===== config.mk =====
export PLATFORM = sky130hd
export DESIGN_NAME = lds_sequencer
export DESIGN_NICKNAME = d
export VERILOG_FILES = /design/src/lds_pkg.sv /design/src/lds_sequencer.sv
export VERILOG_INCLUDE_DIRS = /design/src
export SDC_FILE = /design/constraint.sdc
export NUM_CORES = 1
export LEC_CHECK = 0
export ABC_AREA = 1
export BUFFER_PORTS_ARGS = -buffer_cell sky130_fd_sc_hd__buf_2
export CAP_MARGIN = 20
export CELL_PAD_IN_SITES_DETAIL_PLACEMENT = 1
export CELL_PAD_IN_SITES_GLOBAL_PLACEMENT = 1
export CORE_ASPECT_RATIO = 2
export CORE_MARGIN = 4
export CORE_UTILIZATION = 35
export DETAILED_ROUTE_END_ITERATION = 16
export GPL_ROUTABILITY_DRIVEN = 0
export PLACE_DENSITY_LB_ADDON = 0.25
export SLEW_MARGIN = 0
export SYNTH_ARGS = -nofsm -noshare
export SYNTH_HDL_FRONTEND = slang
export SYNTH_SLANG_ARGS = --single-unit

===== constraint.sdc =====
create_clock -name core_clk -period 1.8 [get_ports core_clk]
set_input_delay 0.45 -clock core_clk [delete_from_list [all_inputs] [get_ports core_clk]]
set_output_delay 0.45 -clock core_clk [all_outputs]
set_load 0.05 [all_outputs]

===== src/lds_consts.svh =====
// Timing counts and encodings for the LED driver start-up sequencer
`ifndef LDS_CONSTS_SVH
`define LDS_CONSTS_SVH
`define LDS_CLK_MHZ          20
`define LDS_FIRST_ON_MIN_NS  750
`define LDS_FIRST_ON_CYC     ((`LDS_FIRST_ON_MIN_NS*`LDS_CLK_MHZ+999)/1000)
`define LDS_SYNC_LOSS_US     7
`define LDS_SYNC_LOSS_CYC    (`LDS_SYNC_LOSS_US*`LDS_CLK_MHZ)
// Low this long is no legal sync phase; shorter lows must not pause
`define LDS_SYNC_GAP_CYC     40
`define LDS_FREQ_SET_PIN_REL_US      5
`define LDS_FREQ_SET_PIN_REL_CYC     (`LDS_FREQ_SET_PIN_REL_US*`LDS_CLK_MHZ)
`define LDS_SHDN_MS          65
`define LDS_SHDN_CYC         (`LDS_SHDN_MS*1000*`LDS_CLK_MHZ)
`define LDS_DET_MIN_SW       3000
`define LDS_DET_SW           3500
`define LDS_DIM_LOW_SW       32750
`define LDS_NCH              2
`define LDS_CLS_SHORT        2'h0
`define LDS_CLS_UNUSED       2'h1
`define LDS_CLS_INUSE        2'h2
`define LDS_SW_MAX_MHZ_X10   35
`endif


===== src/lds_pkg.sv =====
// Types for the LED driver start-up sequencer
package lds_pkg;
    typedef enum logic [2:0] {
        LDS_OFF, LDS_WAIT_FREQ, LDS_GATE_RAMP, LDS_DETECT,
        LDS_SHORT_HOLD, LDS_SOFT_START, LDS_RUN, LDS_SHUTDOWN
    } lds_state_e;
endpackage


===== src/lds_sequencer.sv =====
// LED driver start-up, sync and shutdown sequencer
`include "lds_consts.svh"
module lds_sequencer (
    // Clock and reset
    input  wire logic                      core_clk,
    input  wire logic                      sys_rst,
    // Host side pins
    input  wire logic                      en_dim_pin,
    input  wire logic                      sync_pin,
    // Analog comparator levels
    input  wire logic                      undervoltage_lockout,
    input  wire logic                      freq_set_pin,
    input  wire logic                      freq_clamp_req,
    input  wire logic                      gate_ready,
    input  wire logic [`LDS_NCH-1:0]       led_above_120mv,
    input  wire logic [`LDS_NCH-1:0]       led_below_70mv,
    input  wire logic [`LDS_NCH-1:0]       led_above_325mv,
    input  wire logic                      led_voltage_ok,
    input  wire logic                      osc_tick,
    // Outputs to the power stage
    output logic                           disconnect_on,
    output logic                           boost_enable,
    output logic [`LDS_NCH-1:0]            sink_enable,
    output logic [`LDS_NCH-1:0]            channel_in_loop,
    output logic                           softstart_sink_current,
    output logic                           softstart_switch_limit,
    output logic                           full_switch_limit,
    output logic                           use_sync_clock,
    output logic                           freq_clamp,
    output logic                           low_power,
    output lds_pkg::lds_state_e            state
);
    import lds_pkg::*;

    localparam logic [22:0] FIRST_ON = 23'(`LDS_FIRST_ON_CYC);
    localparam logic [22:0] SYNC_LOSS = 23'(`LDS_SYNC_LOSS_CYC);
    localparam logic [22:0] FREQ_SET_PIN_REL = 23'(`LDS_FREQ_SET_PIN_REL_CYC);
    localparam logic [22:0] SHDN = 23'(`LDS_SHDN_CYC);
    localparam logic [15:0] DET_SW = 16'(`LDS_DET_SW);
    localparam logic [15:0] DIM_SW = 16'(`LDS_DIM_LOW_SW);
    localparam logic [22:0] SYNC_GAP = 23'(`LDS_SYNC_GAP_CYC);

    // Pin synchronisers
    logic [1:0] en_s1_ff, sy_s1_ff, fs_s1_ff;
    logic       sync_prev_ff;
    always_ff @(posedge core_clk) begin
        if (sys_rst) begin
            en_s1_ff <= 2'h0;
            sy_s1_ff <= 2'h0;
            fs_s1_ff <= 2'h0;
        end else begin
            en_s1_ff <= {en_s1_ff[0], en_dim_pin};
            sy_s1_ff <= {sy_s1_ff[0], sync_pin};
            fs_s1_ff <= {fs_s1_ff[0], freq_set_pin};
        end
    end
    wire en_s   = en_s1_ff[1];
    wire sync_s = sy_s1_ff[1];
    wire freq_set_pin_s = fs_s1_ff[1];

    // Sync clock detection and loss timing
    logic [22:0] sync_low_ff, en_high_ff, en_low_ff, shd_time_ff;
    logic [15:0] sw_low_ff, det_cnt_ff;
    logic        sync_det_ff, lose_pause_ff;
    logic [1:0]  cls_short_ff, cls_used_ff;
    lds_state_e  st_ff, nxt_st;
    wire sync_rise = sync_s & ~sync_prev_ff;
    wire sync_lost = sync_low_ff >= SYNC_LOSS;
    // Selected switching clock: sync edges or oscillator ticks
    wire sw_tick = sync_det_ff ? sync_rise : osc_tick;
    always_ff @(posedge core_clk) begin
        if (sys_rst) begin
            sync_prev_ff <= 1'b0;
            sync_low_ff  <= 23'h0;
            sync_det_ff  <= 1'b0;
        end else begin
            sync_prev_ff <= sync_s;
            sync_low_ff  <= sync_s ? 23'h0
                          : (sync_lost ? sync_low_ff : sync_low_ff + 23'h1);
            // Edge enables sync, extended low reverts to oscillator
            if (sync_rise)
                sync_det_ff <= 1'b1;
            else if (sync_lost)
                sync_det_ff <= 1'b0;
        end
    end

    // Enable pin timers
    wire first_on_ok = en_high_ff >= FIRST_ON;
    wire shdn_due    = en_low_ff >= SHDN;
    wire dim_due     = sw_low_ff >= DIM_SW;
    always_ff @(posedge core_clk) begin
        if (sys_rst) begin
            en_high_ff <= 23'h0;
            en_low_ff  <= 23'h0;
            sw_low_ff  <= 16'h0;
        end else begin
            en_high_ff <= !en_s ? 23'h0
                        : (first_on_ok ? en_high_ff : en_high_ff + 23'h1);
            en_low_ff  <= en_s ? 23'h0
                        : (shdn_due ? en_low_ff : en_low_ff + 23'h1);
            sw_low_ff  <= en_s ? 16'h0
                        : ((dim_due || !sw_tick) ? sw_low_ff
                           : sw_low_ff + 16'h1);
        end
    end

    // Per-channel classification at the end of detection
    wire det_done = det_cnt_ff >= DET_SW;
    // Each pin has settled: risen past 120 mV or held down by a short
    wire det_armed = &(led_above_120mv | led_below_70mv);
    genvar g;
    generate
        for (g = 0; g < `LDS_NCH; g++) begin : g_ch
            always_ff @(posedge core_clk) begin
                if (sys_rst) begin
                    cls_short_ff[g] <= 1'b0;
                    cls_used_ff[g]  <= 1'b0;
                end else if (st_ff == LDS_DETECT && det_done) begin
                    cls_short_ff[g] <= led_below_70mv[g];
                    cls_used_ff[g]  <= led_above_325mv[g];
                end
            end
        end
    endgenerate

    // Detection delay counter on the selected switching clock
    always_ff @(posedge core_clk) begin
        if (sys_rst)
            det_cnt_ff <= 16'h0;
        else if (st_ff != LDS_DETECT || !det_armed)
            det_cnt_ff <= 16'h0;
        else if (st_ff == LDS_DETECT && sw_tick && !det_done)
            det_cnt_ff <= det_cnt_ff + 16'h1;
    end

    // Time spent in shutdown, whether entered on sync loss, freq pin short or dimming
    always_ff @(posedge core_clk) begin
        if (sys_rst)
            shd_time_ff <= 23'h0;
        else if (st_ff != LDS_SHUTDOWN)
            shd_time_ff <= 23'h0;
        else if (shd_time_ff < FREQ_SET_PIN_REL)
            shd_time_ff <= shd_time_ff + 23'h1;
    end
    always_ff @(posedge core_clk) begin
        if (sys_rst)
            lose_pause_ff <= 1'b0;
        else
            // Only a missing clock pauses; normal low phases keep switching
            lose_pause_ff <= sync_det_ff
                             & (sync_low_ff >= SYNC_GAP);
    end

    wire freq_src_ok = freq_set_pin_s | sync_det_ff;
    wire start_ok    = en_s & first_on_ok & ~undervoltage_lockout;
    wire freq_set_pin_short  = ~freq_set_pin_s & ~sync_det_ff & ~sync_s;

    // Sequencer
    always_comb begin
        nxt_st = st_ff;
        case (st_ff)
            LDS_OFF: begin
                if (start_ok)
                    nxt_st = LDS_WAIT_FREQ;
            end
            LDS_WAIT_FREQ: begin
                if (undervoltage_lockout || !en_s)
                    nxt_st = LDS_OFF;
                else if (freq_src_ok)
                    nxt_st = LDS_GATE_RAMP;
            end
            LDS_GATE_RAMP: begin
                if (gate_ready)
                    nxt_st = LDS_DETECT;
            end
            LDS_DETECT: begin
                // Detection is the system check ahead of LED current
                if (det_done)
                    nxt_st = (|led_below_70mv) ? LDS_SHORT_HOLD
                                               : LDS_SOFT_START;
            end
            LDS_SHORT_HOLD: begin
                if (!(|led_below_70mv))
                    nxt_st = LDS_DETECT;
            end
            LDS_SOFT_START: begin
                if (led_voltage_ok)
                    nxt_st = LDS_RUN;
            end
            LDS_RUN: begin
                if (sync_lost && sync_det_ff || freq_set_pin_short && sync_lost)
                    nxt_st = LDS_SHUTDOWN;
                else if (!en_s && dim_due)
                    nxt_st = LDS_SHUTDOWN;
            end
            LDS_SHUTDOWN: begin
                if (shdn_due)
                    nxt_st = LDS_OFF;
                else if (freq_set_pin_s && shd_time_ff >= FREQ_SET_PIN_REL && en_s)
                    nxt_st = LDS_SOFT_START;
            end
            default: nxt_st = LDS_OFF;
        endcase
        if (undervoltage_lockout)
            nxt_st = LDS_OFF;
    end
    always_ff @(posedge core_clk) begin
        if (sys_rst)
            st_ff <= LDS_OFF;
        else
            st_ff <= nxt_st;
    end

    // Registered outputs
    wire in_ss  = st_ff == LDS_SOFT_START;
    wire in_run = st_ff == LDS_RUN;
    wire active = in_ss | in_run;
    wire [1:0] used = cls_used_ff & ~cls_short_ff;
    always_ff @(posedge core_clk) begin
        if (sys_rst) begin
            disconnect_on          <= 1'b0;
            boost_enable           <= 1'b0;
            sink_enable            <= 2'h0;
            channel_in_loop        <= 2'h0;
            softstart_sink_current <= 1'b0;
            softstart_switch_limit <= 1'b0;
            full_switch_limit      <= 1'b0;
            use_sync_clock         <= 1'b0;
            freq_clamp             <= 1'b0;
            low_power              <= 1'b1;
            state                  <= LDS_OFF;
        end else begin
            disconnect_on <= st_ff inside {LDS_GATE_RAMP, LDS_DETECT,
                LDS_SHORT_HOLD, LDS_SOFT_START, LDS_RUN};
            // Dimming low keeps references alive; it stops power stage in run, not in soft start
            boost_enable  <= active & (en_s | in_ss)
                             & ~lose_pause_ff;
            sink_enable   <= (active & (en_s | in_ss)) ? used
                                                       : 2'h0;
            channel_in_loop        <= used;
            softstart_sink_current <= in_ss;
            softstart_switch_limit <= in_ss;
            full_switch_limit      <= in_run;
            use_sync_clock         <= sync_det_ff;
            // Resistor range is analog; only the fault clamp is logic
            freq_clamp    <= freq_clamp_req & active;
            low_power     <= st_ff == LDS_OFF;
            state         <= st_ff;
        end
    end

    // Assertions
    AST_SS_LIMIT: assert property (@(posedge core_clk) disable iff (sys_rst)
        $rose(softstart_switch_limit) |-> !full_switch_limit)
        else $error("soft start limit overlaps full limit");
    AST_RUN_FULL: assert property (@(posedge core_clk) disable iff (sys_rst)
        st_ff == LDS_RUN |=> full_switch_limit)
        else $error("run without full limit");
    AST_NO_SINK_PRE: assert property (@(posedge core_clk) disable iff (sys_rst)
        (st_ff inside {LDS_DETECT, LDS_SHORT_HOLD}) |=> sink_enable == 2'h0)
        else $error("sinks on before check");
    AST_SHORT_HOLD: assert property (@(posedge core_clk) disable iff (sys_rst)
        st_ff == LDS_SHORT_HOLD && |led_below_70mv && !undervoltage_lockout
        |=> st_ff == LDS_SHORT_HOLD)
        else $error("left hold with short");
    AST_GATE: assert property (@(posedge core_clk) disable iff (sys_rst)
        $rose(st_ff == LDS_DETECT) |-> $past(gate_ready) || $past(st_ff)
        == LDS_SHORT_HOLD)
        else $error("detect before gate ready");
    AST_DET_MIN: assert property (@(posedge core_clk) disable iff (sys_rst)
        st_ff == LDS_DETECT && nxt_st != LDS_DETECT && !undervoltage_lockout
        |-> det_cnt_ff >= 16'(`LDS_DET_MIN_SW))
        else $error("detection too short");
    AST_UNUSED: assert property (@(posedge core_clk) disable iff (sys_rst)
        (sink_enable & ~channel_in_loop) == 2'h0)
        else $error("unused channel sinking");
    AST_SHDN_OFF: assert property (@(posedge core_clk) disable iff (sys_rst)
        st_ff == LDS_SHUTDOWN |=> !boost_enable && !disconnect_on
        && sink_enable == 2'h0)
        else $error("shutdown still driving");
    AST_FREQ_WAIT: assert property (@(posedge core_clk) disable iff (sys_rst)
        st_ff == LDS_WAIT_FREQ && !freq_src_ok |=> st_ff != LDS_GATE_RAMP)
        else $error("start without frequency source");
    AST_START: assert property (@(posedge core_clk) disable iff (sys_rst)
        st_ff == LDS_OFF && nxt_st == LDS_WAIT_FREQ |-> first_on_ok)
        else $error("start without first pulse");
endmodule


==> impl_metrics.toml <==
[clock_tree]
path_clk_slew_ns = 0.06
cts.sinks = 154
clk_latency_ns = 0.42
cts_inserted_buffers = 17
cts_tree = "done"
clockBufferDepth = 2
post_cts_buffers = 0
cts_max_level = 4
cts_hold_buf = 0
root_buffer = "clkbuf_16"

[critical_path]
r2r_start = "en_low_ff[0]"
crit_path_max_fanout = 4
cpPeakStageDelay_ns = 0.35
worstPathCellList = "ha_2 > nand2_1 > nor2_2 > nand4_1 > nor4_1 > xor2_1 > nand2_1 > a21oi_1"
crit_slowest_cell = "dfxtp_2"
path_class = "reg -> reg"
path_common_cell = "nand2_1"
critPathArrivalTime_ns = 2.05
crit_path_end_kind = "register"
rrSetupSlack_ns = 0.11
required_ns = 2.16
startpoint = "en_low_ff[0]"
worstSetupStartpointType = "register"

[synth]
synth-seq-cells = 154
netlist_instances = 883
yosysWarningCount = 0
synthesis.nets = 910
synth_seq_area_share_pct = 47.7
syn-cell-area_um2 = 6470
synth_area_per_cell_um2 = 7.33
synth_cell_type_count = 41

[die]
start_util_pct = 35.5
die_w_um = 104
num_io_pins = 31
num_rows = 70
die_h_um = 200
core-area_um2 = 18200
dieArea_um2 = 20900

[routing]
drt-wirelength-per-cell_um = 13.3
wl_mm = 15.8
dr.pass1.iters = 4
post-route-drc-count = 0
drt_iter0_drc = 153
ant_nets = 0
vias = 5715
vias_per_cell = 4.79

[sta]
setup_ws_ns = 0.109
finalSetupViolations = 0
fin_crit_sh_pct = 94.0
finalCriticalPeriod_ns = 1.69
fin_setup_tns_ns = 0
fmax_mhz = 591
worst_pin_slew_ns = 0.407
slew_viol_final = 0
final_hold_viol_count = 0
relSlewSlack_pct = 72.6
skew_ns = 0.00586

[cells_and_area]
fillers = 2298
layout.nets = 990
drive_gt1_share_pct = 16.5
n_antenna_cell = 0
area_delta_synth_final_pct = 20.7
seqCellArea_um2 = 3090
multiInputGateArea_um2 = 2750

[place]
portBuffers = 30
pre_cts_slack_ns = -0.00710
place_hpwl_mm = 12.1

[global_route]
gr-usage-all-layers_pct = 15.9
grt_pass1_vias = 5973
grt_max_degree = 24
grt_antenna_before_repair = 0
gr-total-overflow = 0
grt_pass1_wl_mm = 27.2

[power_and_ir_drop]
p_sw_uw = 1650
seqPwrFrac_pct = 49.4
internal-power_uw = 5330
combPwrFrac_pct = 3.0
clkPwrFrac_pct = 47.6
leakagePower_uw = 0.00308
p_per_area_nw_per_um2 = 895
switching_share_pct = 23.7
max-vdd-ir-drop_v = 0.000474

[status]
status = "completed"

[worst_hold_path]
hp-start = "freq_set_pin"
hold_path.class = "in -> reg"

[run]
drv_cap = 0
path summary, 6_finish.rpt:
| check | end | depth (start not counted) |
|---|---|---|
| max reg2reg | en_low_ff[16] | 8 |
| min | fs_s1_ff[0] | 3 |
| min reg2reg | boost_enable | 1 |
| max | en_low_ff[16] | 8 |
layout by cell type (no fill, tap or decap), types with 2 or more instances in the layout:
cell | netlist | layout
nor3_2 | 2 | 3
nor2_4 | 3 | 8
nand2_2 | 3 | 5
nor3_4 | 2 | 2
nor3b_1 | 4 | 3
xor2_1 | 4 | 4
nor2_2 | 7 | 8
inv_6 | 1 | 6
dfxtp_1 | 154 | 146
nand3b_1 | 2 | 2
xnor2_1 | 5 | 5
clkbuf_16 | 0 | 17
nand3_1 | 39 | 37
dfxtp_2 | 0 | 8
nor4_1 | 4 | 4
buf_4 | 3 | 47
inv_1 | 153 | 153
inv_2 | 6 | 6
o21a_1 | 6 | 6
clkinv_1 | 2 | 2
a21oi_1 | 57 | 57
nor3_1 | 24 | 23
nor2_1 | 172 | 166
nand2_1 | 123 | 121
o21ai_0 | 41 | 39
ha_1 | 11 | 10
o21ai_1 | 6 | 7
clkinv_4 | 0 | 4
nand4_1 | 20 | 20
buf_2 | 3 | 30
nand3_2 | 2 | 3
clkinvlp_4 | 0 | 4
a41oi_1 | 2 | 2
o22ai_1 | 2 | 2
metrics by stage:
step / instance area (µm²) / std cells / util [%] / hold slack [ns] / total power (µW)
after global routing: 7810 / 1192 / 42.9 / 0.266 / 7290
after global placement: 7160 / 1160 / 39.3 / 0.373 / 3730
after detailed placement: 7160 / 1160 / 39.3 / 0.379 / 3730
after CTS: 7710 / 1192 / 42.3 / 0.240 / 7110
final: 7810 / 1192 / 42.9 / 0.260 / 6990
after floorplan: 6470 / 883 / - / 0.368 / 3640
layout make-up:
cell class,instances,area share [%]
clock buffers,18,5.62
clock inverters,14,1.46
inverters,162,7.85
multi-input cells,549,35.2
flip-flops and latches,154,39.6
well taps,216,3.46
repair buffers,79,6.84
state kept, by name (all words and copies together), names as in the netlist, 2 cells and up:
register	count
cls_short_ff	2
shd_time_ff	23
en_high_ff	23
det_cnt_ff	16
st_ff	3
channel_in_loop	2
cls_used_ff	2
sw_low_ff	16
sy_s1_ff	2
state	3
sync_low_ff	23
fs_s1_ff	2
en_s1_ff	2
sink_enable	2
en_low_ff	23
cells in the mapped netlist, drive strengths merged:
cell type    n  share of area [%]
a211oi       1               0.12
a21boi       1               0.12
a21oi       57                4.4
a31oi        1              0.097
a41oi        2               0.27
and3         1              0.097
buf         12                1.4
clkbuf       6               0.35
clkinv       2               0.12
dfxtp      154                 48
ha          11                2.1
inv        160                9.4
nand2      127                7.6
nand3       41                3.3
nand3b       2               0.23
nand4       20                1.9
nor2       182                 11
nor3        28                2.7
nor3b        4               0.46
nor4         4               0.39
o21a         6               0.70
o21ai       48                3.8
o21bai       1               0.12
o22ai        2               0.19
o31ai        1               0.12
xnor2        5               0.68
xor2         4               0.54
power groups by stage:
stage	registers [µW]	logic, µW	clock network, µW
2_1_floorplan	3530	114	0
3_3_place_gp	3530	203	0
3_5_place_dp	3530	205	0
4_1_cts	3450	208	3450
5_1_grt	3450	241	3600
6_report	3450	210	3330
repair_timing:
action | 4_1_cts | 5_1_grt
gates resized for setup | 1 | 31
pin swaps | 0 | 3
endpoints found under the setup margin | 2 | 18
endpoints found under the hold margin | 0 | 0
per-layer routing:
| metal | wire length, µm | global-route usage [%] | share of wire, % | up-vias |
|---|---|---|---|---|
| met5 | 0 | 0 | 0 | - |
| met4 | 467 | 6.66 | 3.0 | 0 |
| met3 | 343 | 3.32 | 2.2 | 31 |
| met2 | 9150 | 31.7 | 58 | 64 |
| met1 | 5860 | 15.3 | 37 | 2707 |
| li1 | - | - | - | 2913 |
worst max-delay path, delay by kind of cell (launching register included):
kind / cells / cell delay [ns]
XOR/XNOR: 1 / 0.18
adder cells (fa/ha/maj): 1 / 0.21
flip-flops: 1 / 0.35
AO/OA/AOI/OAI: 1 / 0.12
AND/OR/NAND/NOR: 5 / 0.77
cell families after synthesis:
logic type	share of synthesized area, %
flops	47.7
simple gates	27.9
fa+ha+maj	2.13
compound gates	9.90
xor+xnor	1.22
buf+inv	11.2
Power figures use the tool's default switching activity.
